==> src/logic/mfps_pkg.sv <==
package mfps_pkg;

  // ****************************************************************
  // widths and variants
  // ****************************************************************
  localparam int PC_W_DEFAULT     = 12;
  localparam int STACK_DEPTH_DEF  = 6;
  localparam int INSTR_W          = 20;
  localparam int OP_MSB           = 19;
  localparam int OP_LSB           = 15;
  localparam int TO_MEM_BIT       = 14;
  localparam int BYTE_MSB         = 7;
  localparam int PC_LOW_W         = 8;

  // ****************************************************************
  // vectors
  // ****************************************************************
  localparam logic [11:0] RESET_VECTOR_DEF = 12'h000;
  localparam logic [11:0] INT_VECTOR_DEF   = 12'h004;

  // ****************************************************************
  // register map
  // ****************************************************************
  localparam logic [7:0] REG_PC_LOW_BYTE  = 8'h00;
  localparam logic [7:0] REG_STATUS       = 8'h01;
  localparam logic [7:0] REG_ACCUMULATOR  = 8'h02;
  localparam logic [7:0] REG_STACK_STATE  = 8'h03;
  localparam int         SS_FULL_BIT      = 0;
  localparam int         SS_OVERFLOW_BIT  = 1;
  localparam int         SS_INT_PEND_BIT  = 2;

  // ****************************************************************
  // status flags and alu constants
  // ****************************************************************
  localparam int         ST_C    = 0;
  localparam int         ST_AC   = 1;
  localparam int         ST_Z    = 2;
  localparam int         ST_OV   = 3;
  localparam logic [3:0] ST_RESET = 4'h0;
  localparam logic [3:0] BCD_MAX  = 4'h9;
  localparam logic [7:0] BCD_LOW  = 8'h06;
  localparam logic [7:0] BCD_HIGH = 8'h60;
  localparam logic [7:0] BYTE_ONE = 8'h01;
  localparam logic [7:0] BYTE_ZERO = 8'h00;

  typedef enum logic [1:0] {
    PH_FETCH,
    PH_DECODE,
    PH_OPERAND,
    PH_EXECUTE
  } mfps_phase_type;

  typedef enum logic [4:0] {
    OP_NOP, OP_ADD, OP_ADC, OP_SUB, OP_SBC, OP_DECIMAL_ADJUST,
    OP_AND, OP_OR, OP_XOR, OP_CPL, OP_RR, OP_RRC, OP_RL, OP_RLC,
    OP_INC, OP_DEC, OP_LDA, OP_STA, OP_SZ, OP_SNZ, OP_SIZ, OP_SDZ,
    OP_UNCONDITIONAL_BRANCH, OP_CALL, OP_SUBROUTINE_RETURN, OP_INTERRUPT_RETURN
  } mfps_op_type;

  typedef struct packed {
    logic [7:0] result;
    logic [3:0] status;
  } mfps_alu_type;

  typedef struct packed {
    logic [7:0] addr;
    logic [7:0] wrData;
    logic       wr;
    logic       rd;
  } mfps_reg_req_type;

  typedef struct packed {
    logic [7:0] addr;
    logic [7:0] wrData;
    logic       wrEn;
  } mfps_dmem_type;

endpackage

==> src/logic/mfps_sequencer.sv <==
// Operation
// - four phases form one instruction cycle
// - first phase increments counter and fetches
// - decode and execute in phases two-four
// - fetch overlaps execute, one-cycle throughput
// - counter-changing instructions take two cycles
// - sequential flow advances counter by one
// - counter width follows program memory size
// - only low counter byte is software-visible
// - low byte write jumps in page, dummy
// - taken skip discards prefetch, dummy cycle
// - branch, call, interrupt, reset load target
// - return stack hidden, holds counter only
// - call or interrupt acknowledge pushes counter
// - both returns pop stack into counter
// - reset points stack index at top
// - full stack defers interrupt until return
// - call on full stack still overflows
// - alu writes destination and updates status
// - add, subtract, decimal adjust, logic ops
// - rotates, increment, decrement to either destination
// - reset starts fetch at reset vector
//
// The address map and the address-and-strobe port were decided locally.
`timescale 1ns/100ps
module mfps_sequencer
  import mfps_pkg::*;
#(
  parameter int          PC_W         = PC_W_DEFAULT,
  parameter int          STACK_DEPTH  = STACK_DEPTH_DEF,
  parameter logic [11:0] RESET_VECTOR = RESET_VECTOR_DEF,
  parameter logic [11:0] INT_VECTOR   = INT_VECTOR_DEF
) (
  input  wire logic             clk,
  input  wire logic             nrst,
  input  wire mfps_reg_req_type regReq,
  output      logic [7:0]       regRdData,
  output      logic [PC_W-1:0]  pmAddr,
  input  wire logic [INSTR_W-1:0] pmData,
  output      mfps_dmem_type    dmem,
  input  wire logic [7:0]       dmemRdData,
  input  wire logic             intRequest,
  output      logic             intAck,
  output      mfps_phase_type   instructionPhases
);

  localparam int SI_W = $clog2(STACK_DEPTH + 1);
  localparam logic [SI_W-1:0] SI_DEPTH = SI_W'(STACK_DEPTH);
  localparam logic [SI_W-1:0] SI_ONE   = SI_W'(1);
  localparam logic [SI_W-1:0] SI_ZERO  = '0;
  localparam logic [PC_W-1:0] PC_ONE   = PC_W'(1);

  // ****************************************************************
  // functions
  // ****************************************************************
  function automatic mfps_op_type opOf(input logic [INSTR_W-1:0] instr);
    opOf = mfps_op_type'(instr[OP_MSB:OP_LSB]);
  endfunction

  function automatic mfps_alu_type addCore(input logic [7:0] a, input logic [7:0] b,
                                           input logic cin, input logic [3:0] st);
    logic [8:0] sum;
    logic [4:0] half;
    sum = {1'b0, a} + {1'b0, b} + {8'h00, cin};
    half = {1'b0, a[3:0]} + {1'b0, b[3:0]} + {4'h0, cin};
    addCore.result = sum[7:0];
    addCore.status = st;
    addCore.status[ST_C] = sum[8];
    addCore.status[ST_AC] = half[4];
    addCore.status[ST_Z] = (sum[7:0] == BYTE_ZERO);
    addCore.status[ST_OV] = (a[BYTE_MSB] == b[BYTE_MSB]) && (sum[BYTE_MSB] != a[BYTE_MSB]);
  endfunction

  function automatic mfps_alu_type aluRun(input mfps_op_type op, input logic [7:0] a,
                                          input logic [7:0] m, input logic [3:0] st);
    logic [7:0] adj;
    logic       carryOut;
    aluRun.result = m;
    aluRun.status = st;
    adj = BYTE_ZERO;
    carryOut = st[ST_C];
    case (op)
      OP_ADD: aluRun = addCore(a, m, 1'b0, st);
      OP_ADC: aluRun = addCore(a, m, st[ST_C], st);
      OP_SUB: aluRun = addCore(a, ~m, 1'b1, st);
      OP_SBC: aluRun = addCore(a, ~m, st[ST_C], st);
      OP_DECIMAL_ADJUST: begin
        if ((a[3:0] > BCD_MAX) || st[ST_AC]) begin
          adj = adj | BCD_LOW;
        end
        if ((a[7:4] > BCD_MAX) || st[ST_C]) begin
          adj = adj | BCD_HIGH;
        end
        aluRun = addCore(a, adj, 1'b0, st);
        carryOut = st[ST_C] | aluRun.status[ST_C];
        aluRun.status = st;
        aluRun.status[ST_C] = carryOut;
      end
      OP_AND: aluRun.result = a & m;
      OP_OR:  aluRun.result = a | m;
      OP_XOR: aluRun.result = a ^ m;
      OP_CPL: aluRun.result = ~m;
      OP_RR:  aluRun.result = {m[0], m[7:1]};
      OP_RL:  aluRun.result = {m[6:0], m[7]};
      OP_RRC: begin
        aluRun.result = {st[ST_C], m[7:1]};
        carryOut = m[0];
      end
      OP_RLC: begin
        aluRun.result = {m[6:0], st[ST_C]};
        carryOut = m[7];
      end
      OP_INC, OP_SIZ: aluRun.result = m + BYTE_ONE;
      OP_DEC, OP_SDZ: aluRun.result = m - BYTE_ONE;
      OP_STA: aluRun.result = a;
      default: aluRun.result = m;
    endcase
    if (op == OP_RRC || op == OP_RLC) begin
      aluRun.status[ST_C] = carryOut;
    end
    if (op inside {OP_AND, OP_OR, OP_XOR, OP_CPL, OP_INC, OP_DEC}) begin
      aluRun.status[ST_Z] = (aluRun.result == BYTE_ZERO);
    end
  endfunction

  // ****************************************************************
  // state
  // ****************************************************************
  logic [PC_W-1:0]    pc;
  logic [INSTR_W-1:0] prefetch;
  logic [INSTR_W-1:0] execInstr;
  logic               execValid;
  logic               flushPending;
  logic [7:0]         acc;
  logic [3:0]         status;
  logic [7:0]         memOperand;
  logic [SI_W-1:0]    stackIndex;
  logic [PC_W-1:0]    stackMem [STACK_DEPTH];
  logic               stackOverflow;
  logic               intPending;

  // ****************************************************************
  // decode and control
  // ****************************************************************
  mfps_op_type     op;
  mfps_alu_type    alu;
  logic            atExec;
  logic            toMem;
  logic            isBranch;
  logic            isCall;
  logic            isReturn;
  logic            isSkipOp;
  logic            skipTaken;
  logic            stackFull;
  logic            intTake;
  logic            pclWrite;
  logic            doPush;
  logic            pcLoad;
  logic [PC_W-1:0] pushValue;
  logic [PC_W-1:0] loadTarget;
  logic [PC_W-1:0] stackTop;
  logic            writesMem;
  logic            writesAcc;

  assign op        = opOf(execInstr);
  assign toMem     = execInstr[TO_MEM_BIT];
  assign atExec    = (instructionPhases == PH_EXECUTE) && execValid;
  assign alu       = aluRun(op, acc, memOperand, status);
  assign isCall    = atExec && (op == OP_CALL);
  assign isReturn  = atExec && (op inside {OP_SUBROUTINE_RETURN, OP_INTERRUPT_RETURN});
  assign isBranch  = isCall || isReturn || (atExec && op == OP_UNCONDITIONAL_BRANCH);
  assign isSkipOp  = op inside {OP_SZ, OP_SNZ, OP_SIZ, OP_SDZ};
  assign stackFull = (stackIndex == SI_DEPTH);
  assign pclWrite  = regReq.wr && (regReq.addr == REG_PC_LOW_BYTE);
  assign stackTop  = (stackIndex == SI_ZERO) ? stackMem[0] : stackMem[stackIndex - SI_ONE];
  assign writesMem = atExec && ((toMem && !isSkipOp && op != OP_LDA && op != OP_NOP &&
                     op < OP_UNCONDITIONAL_BRANCH) || op == OP_STA ||
                     ((op == OP_SIZ || op == OP_SDZ) && toMem));
  assign writesAcc = atExec && !toMem && op != OP_NOP && op != OP_STA &&
                     op != OP_SZ && op != OP_SNZ && op < OP_UNCONDITIONAL_BRANCH;

  always_comb begin
    case (op)
      OP_SZ:   skipTaken = atExec && (memOperand == BYTE_ZERO);
      OP_SNZ:  skipTaken = atExec && (memOperand != BYTE_ZERO);
      OP_SIZ,
      OP_SDZ:  skipTaken = atExec && (alu.result == BYTE_ZERO);
      default: skipTaken = 1'b0;
    endcase
  end

  // a full stack holds the request back; the prefetched word is refetched after return
  assign intTake    = (instructionPhases == PH_EXECUTE) && intPending && !stackFull &&
                      !isBranch && !skipTaken && !flushPending && !pclWrite;
  assign doPush     = isCall || intTake;
  // the counter runs one word ahead; the flushed prefetch is where execution resumes
  assign pushValue  = pc - PC_ONE;
  assign pcLoad     = isBranch || intTake;
  always_comb begin
    if (isReturn) begin
      loadTarget = stackTop;
    end else if (intTake) begin
      loadTarget = INT_VECTOR[PC_W-1:0];
    end else begin
      loadTarget = execInstr[PC_W-1:0];
    end
  end

  // ****************************************************************
  // phase sequencer
  // ****************************************************************
  always_ff @(posedge clk or negedge nrst) begin
    if (!nrst) begin
      instructionPhases <= PH_FETCH;
    end else begin
      case (instructionPhases)
        PH_FETCH:   instructionPhases <= PH_DECODE;
        PH_DECODE:  instructionPhases <= PH_OPERAND;
        PH_OPERAND: instructionPhases <= PH_EXECUTE;
        PH_EXECUTE: instructionPhases <= PH_FETCH;
        default:    instructionPhases <= PH_FETCH;
      endcase
    end
  end

  // ****************************************************************
  // program counter and fetch pipeline
  // ****************************************************************
  always_ff @(posedge clk or negedge nrst) begin
    if (!nrst) begin
      pc <= RESET_VECTOR[PC_W-1:0];
    end else if (pclWrite) begin
      pc <= {pc[PC_W-1:PC_LOW_W], regReq.wrData};
    end else if (pcLoad) begin
      pc <= loadTarget;
    end else if (instructionPhases == PH_FETCH) begin
      pc <= pc + PC_ONE;
    end
  end

  always_ff @(posedge clk or negedge nrst) begin
    if (!nrst) begin
      pmAddr    <= '0;
      prefetch  <= '0;
      execInstr <= '0;
      execValid <= 1'b0;
    end else begin
      if (instructionPhases == PH_FETCH) begin
        pmAddr    <= pc;
        execInstr <= prefetch;
        execValid <= !flushPending;
      end
      if (instructionPhases == PH_DECODE) begin
        prefetch <= pmData;
      end
    end
  end

  // a new flush request wins over the clear at the cycle boundary
  always_ff @(posedge clk or negedge nrst) begin
    if (!nrst) begin
      flushPending <= 1'b1;
    end else if (pcLoad || skipTaken || pclWrite) begin
      flushPending <= 1'b1;
    end else if (instructionPhases == PH_FETCH) begin
      flushPending <= 1'b0;
    end
  end

  // ****************************************************************
  // return stack
  // ****************************************************************
  always_ff @(posedge clk or negedge nrst) begin
    if (!nrst) begin
      stackIndex <= SI_ZERO;
    end else if (doPush && !stackFull) begin
      stackIndex <= stackIndex + SI_ONE;
    end else if (isReturn && stackIndex != SI_ZERO) begin
      stackIndex <= stackIndex - SI_ONE;
    end
  end

  // no reset on the storage itself; only the index gives it meaning
  always_ff @(posedge clk) begin
    if (doPush) begin
      if (stackFull) begin
        stackMem[STACK_DEPTH-1] <= pushValue;
      end else begin
        stackMem[stackIndex] <= pushValue;
      end
    end
  end

  always_ff @(posedge clk or negedge nrst) begin
    if (!nrst) begin
      stackOverflow <= 1'b0;
    end else if (isCall && stackFull) begin
      stackOverflow <= 1'b1;
    end else if (regReq.wr && regReq.addr == REG_STACK_STATE &&
                 regReq.wrData[SS_OVERFLOW_BIT]) begin
      stackOverflow <= 1'b0;
    end
  end

  // ****************************************************************
  // interrupt deferral
  // ****************************************************************
  always_ff @(posedge clk or negedge nrst) begin
    if (!nrst) begin
      intPending <= 1'b0;
      intAck     <= 1'b0;
    end else begin
      intAck <= intTake;
      if (intRequest) begin
        intPending <= 1'b1;
      end else if (intTake) begin
        intPending <= 1'b0;
      end
    end
  end

  // ****************************************************************
  // alu and data memory
  // ****************************************************************
  always_ff @(posedge clk or negedge nrst) begin
    if (!nrst) begin
      acc    <= BYTE_ZERO;
      status <= ST_RESET;
    end else if (atExec && op < OP_UNCONDITIONAL_BRANCH) begin
      if (writesAcc) begin
        acc <= alu.result;
      end
      status <= alu.status;
    end
  end

  always_ff @(posedge clk or negedge nrst) begin
    if (!nrst) begin
      dmem       <= '0;
      memOperand <= BYTE_ZERO;
    end else begin
      dmem.wrEn <= writesMem;
      if (instructionPhases == PH_DECODE) begin
        dmem.addr <= execInstr[BYTE_MSB:0];
      end
      if (instructionPhases == PH_OPERAND) begin
        memOperand <= dmemRdData;
      end
      if (writesMem) begin
        dmem.wrData <= alu.result;
      end
    end
  end

  // ****************************************************************
  // register read port
  // ****************************************************************
  always_ff @(posedge clk or negedge nrst) begin
    if (!nrst) begin
      regRdData <= BYTE_ZERO;
    end else if (regReq.rd) begin
      case (regReq.addr)
        REG_PC_LOW_BYTE: regRdData <= pc[PC_LOW_W-1:0];
        REG_STATUS:      regRdData <= {4'h0, status};
        REG_ACCUMULATOR: regRdData <= acc;
        REG_STACK_STATE: regRdData <= {5'h00, intPending, stackOverflow, stackFull};
        default:         regRdData <= BYTE_ZERO;
      endcase
    end else begin
      regRdData <= BYTE_ZERO;
    end
  end

endmodule

==> config.mk <==
export PLATFORM = sky130hd
export DESIGN_NAME = mfps_sequencer
export DESIGN_NICKNAME = d
export VERILOG_FILES = /design/src/logic/mfps_pkg.sv /design/src/logic/mfps_sequencer.sv
export SDC_FILE = /design/constraint.sdc
export NUM_CORES = 1
export LEC_CHECK = 0
export ABC_CLOCK_PERIOD_IN_PS = 7600
export BUFFER_PORTS_ARGS = -buffer_cell sky130_fd_sc_hd__buf_2
export CAP_MARGIN = 10
export CORE_ASPECT_RATIO = 1.75
export CORE_UTILIZATION = 55
export DETAILED_ROUTE_END_ITERATION = 6
export GPL_TIMING_DRIVEN = 0
export PLACE_DENSITY = 0.74
export REMOVE_ABC_BUFFERS = 1
export SLEW_MARGIN = 0
export SYNTH_ARGS = -nofsm -noshare
export SYNTH_HDL_FRONTEND = slang
export SYNTH_SLANG_ARGS = --single-unit
==> constraint.sdc <==
create_clock -name clk -period 7.6 [get_ports clk]
set_clock_uncertainty 0.05 [all_clocks]
set_input_delay 0.38 -clock clk [delete_from_list [all_inputs] [get_ports clk]]
set_output_delay 0.38 -clock clk [all_outputs]
set_load 0.01 [all_outputs]
==> out/summary.md <==
* **master cell of the clock root buffer** sky130_fd_sc_hd__clkbuf_16
* **worst-path cell chain** nor2_1 > and2_1 > o21ai_0 > nor2_1 > ha_1 > a211oi_1 > o21bai_1 > o41ai_1 > xnor2_1 > o221a_2 > o211a_1 > a31oi_2 > nor3b_4 > nor2_2 > o21bai_1 > nor3_2 > buf_6
* **RSZ-0062 raised after global routing** false
* **HPWL after detailed placement** 28,300 um
* **Final Setup Violations** 0
* **final global-route overflow total** 0
* **height of the chip** 197 um
* **number of storage elements in the synthesis netlist** 187
* **dominant register cell in the synthesized netlist** sky130_fd_sc_hd__dfrtp_1
* **Worst IR Drop VDD** 0.000252 V
* **final-layout worst hold slack** 0.103 ns
* **post-synthesis cell type count** 100
* **Cell Int Power** 2.42 mW
* **part of the total power dissipated in sequential elements** 0.343
* **R2R setup slack** 0.45 ns
* **area growth from synthesis to layout** 11.4%
* **final net count** 1,339
* **overall die width** 114 um
* **final number of max-transition violations** 0
* **Fin. Hold Viols** 0
* **Crit-path slowest cell** sky130_fd_sc_hd__o21ai_0
* **share of the core filled with cells in the final layout** 0.624
* **initial core utilization** 0.560
* **number of vias after detailed routing** 10,100
* **CTS clk-pin slew, worst paths** 0.07 ns
* **required arrival time at the worst endpoint** 7.68 ns
* **post-detailed-routing wire length** 38,200 um
* **total routing resource utilization after global routing** 0.351
* **highest-count cells in the layout ignoring fill and taps** sky130_fd_sc_hd__dfrtp_1, sky130_fd_sc_hd__nand2_1, sky130_fd_sc_hd__nor2_1
* **post-synthesis cell count** 1,194
* **share of cells above drive strength 1** 0.202
* **arrival time of the worst setup path** 7.23 ns
* **H-tree Lvls** 4
* **number of warnings printed during yosys synthesis** 0
* **finished layout cell area** 13,400 um^2
* **Max-slew headroom** 0.0987
* **min cycle time layout** 7.15 ns
* **clock tree from TritonCTS** done
* **Max FO, Critical Path** 34
* **portion of the clock cycle consumed by the worst path in the final layout** 0.941
* **timing-limited maximum frequency** 140 MHz
* **synthesized area per cell** 10.0 um^2
* **class of the worst hold path** in -> reg
* **drt wl/cell** 24.8 um
* **Total Die Area** 22,400 um^2
* **Synth Cell Area** 12,000 um^2
* **Detailed Route Iter0 Violations** 693
* **post-route total power** 4.13 mW
* **num rows** 71
* **placeable core region** 21,400 um^2
* **Antenna Violating Nets Remaining** 0
* **Clk pwr share** 0.220
* **global-route wire length before repair** 57,200 um
* **post-DR vias/cell** 6.56
* **crit path kind** reg -> reg
* **deepest clock path buffer count** 2
* **clock tree sinks** 187
* **largest net degree at the start of global routing** 71
* **Max Cap Violations** 0
* **worst-skew pair later-pin latency** 0.43 ns
* **Largest stage delay, worst path** 0.83 ns
* **CTS buffer count** 17
* **vias in the first global route** 9,852
* **share of flip-flops with an asynchronous set or reset** 0.615
* **relative contribution of combinational cells to total power** 0.437
* **Worst setup EP type** register
* **number of enable-type register cells in the synthesized netlist** 72
* **DRC viols** 0
* **Port Buffer Count** 86
* **Top-Level Pins** 89
* **switching power as a share of total power** 0.413
* **result of the run** finished, final reports clean
* **transition at the pin with the smallest max-transition slack** 1.35 ns
* **fraction of the yosys area taken by sequential cells** 0.420
* **TNS Setup** 0 ns
* **Placed Area** 12,700 um^2
* **total iterations of the first detailed-routing run** 7
* **Critical Path Start Type** register
* **power density of the placed cells** 309 nW/um^2
* **leakage component of the power** 5.39 nW
* **net switching power figure** 1.71 mW
* **initial antenna violation count** 1
* **commonest non-fill, non-tap cell in the layout** sky130_fd_sc_hd__dfrtp_1
* **placer's final routability congestion estimate** 0.983
==> flip-flops by register name (all words and copies together) (netlist names) <==
| name | cells |
|---|---|
| stackOverflow | 1 |
| instructionPhases | 2 |
| intAck | 1 |
| execInstr | 18 |
| stackIndex | 3 |
| pc | 12 |
| execValid | 1 |
| intPending | 1 |
| memOperand | 8 |
| dmem | 17 |
| acc | 8 |
| prefetch | 18 |
| pmAddr | 12 |
| status | 4 |
| flushPending | 1 |
| regRdData | 8 |
| stackMem | 72 |
==> cells by family (layout without fill, tap and decap cells) <==
kind of cell             count (synthesis)  in the layout  synth area share
adder cells (fa/ha/maj)                 56             56            0.0609
AND/OR/NAND/NOR                        396            396             0.169
XOR/XNOR                                48             48            0.0357
AO/OA/AOI/OAI                          292            292             0.170
multiplexers                            98             98             0.104
flip-flops                             187            187             0.420
other                                    0              1                 0
buffers and inverters                  117            170            0.0402
==> layout make-up <==
cell class	instances	area [um^2]
antenna	1	2.50
clock buffer	22	495
clock inverter	10	124
fill	1781	8050
inverter	38	143
multi-input combinational	890	6520
sequential	187	5040
tap	292	365
timing repair buffer	100	659
==> metal layers <==
metal	share of wire	up-vias	track usage	wire, um
met5	0	-	0	0
met4	0.10	0	0.319	3830
met3	0.050	178	0.0485	1930
met2	0.52	481	0.615	19800
met1	0.33	4933	0.359	12700
li1	-	4511	-	-
==> path summary, 6_finish.rpt <==
check | from | to | cells past startpoint
max | execInstr[16]$_DFFE_PN0P_ | stackMem[0][2]$_DFFE_PP_ | 17
min | dmemRdData[3] | memOperand[3]$_DFFE_PN0P_ | 3
max reg2reg | execInstr[16]$_DFFE_PN0P_ | stackMem[0][2]$_DFFE_PP_ | 17
min reg2reg | dmem[8]$_DFFE_PN0P_ | dmem[8]$_DFFE_PN0P_ | 2
max in group asynchronous | nrst | flushPending$_DFFE_PN1P_ | 3
min in group asynchronous | nrst | memOperand[1]$_DFFE_PN0P_ | 2
==> critical path, delay by kind of cell (launching register included) <==
family	cells	cell delay, ns
AO/OA/AOI/OAI	8	3.07
XOR/XNOR	1	0.13
adder cells (fa/ha/maj)	1	0.38
AND/OR/NAND/NOR	6	2.16
flip-flops	1	0.79
buffers and inverters	1	0.25
==> per-stage QoR <==
stage | worst slack [ns] | instances
finish | 0.452 | 1540
CTS | 0.198 | 1537
global route | 0.289 | 1540
global placement | -1.58 | 1493
floorplan | 1.87 | 1115
detailed placement | 0.211 | 1504
==> cells in the mapped netlist, drive strengths merged (11+ instances only) <==
master  instances  share of area
dfrtp         114           0.24
nand2         107          0.034
nor2           90          0.028
edfxtp         72           0.18
o21ai          72          0.030
a21oi          65          0.028
mux2           61          0.057
clkbuf         55          0.017
ha             52          0.054
inv            37          0.012
nor3           37          0.015
nand3          33          0.014
xnor2          28          0.020
buf            24          0.011
and3           22          0.011
mux2i          22          0.018
xor2           20          0.015
nor2b          19         0.0099
mux4           15          0.028
o211ai         15         0.0094
nand4          14         0.0073
a31oi          12         0.0068
and2           12         0.0063
o21a           11         0.0069
==> timing repair <==
action,4_1_cts,5_1_grt
hold buffers,1,0
resized for setup,0,1
buffers inserted,0,0
endpoints found under the hold margin,45,0
endpoints found under the setup margin,0,13
==> power by group through the flow <==
stage | Combinational, mW | Clock (mW) | Sequential, mW
6_report | 1.80 | 0.910 | 1.42
5_1_grt | 1.94 | 0.953 | 1.43
4_1_cts | 1.76 | 0.920 | 1.41
3_5_place_dp | 1.74 | 0 | 1.43
3_3_place_gp | 1.66 | 0 | 1.45
2_1_floorplan | 1.18 | 0 | 1.38
No activity file was read; power rests on OpenSTA's default activity.
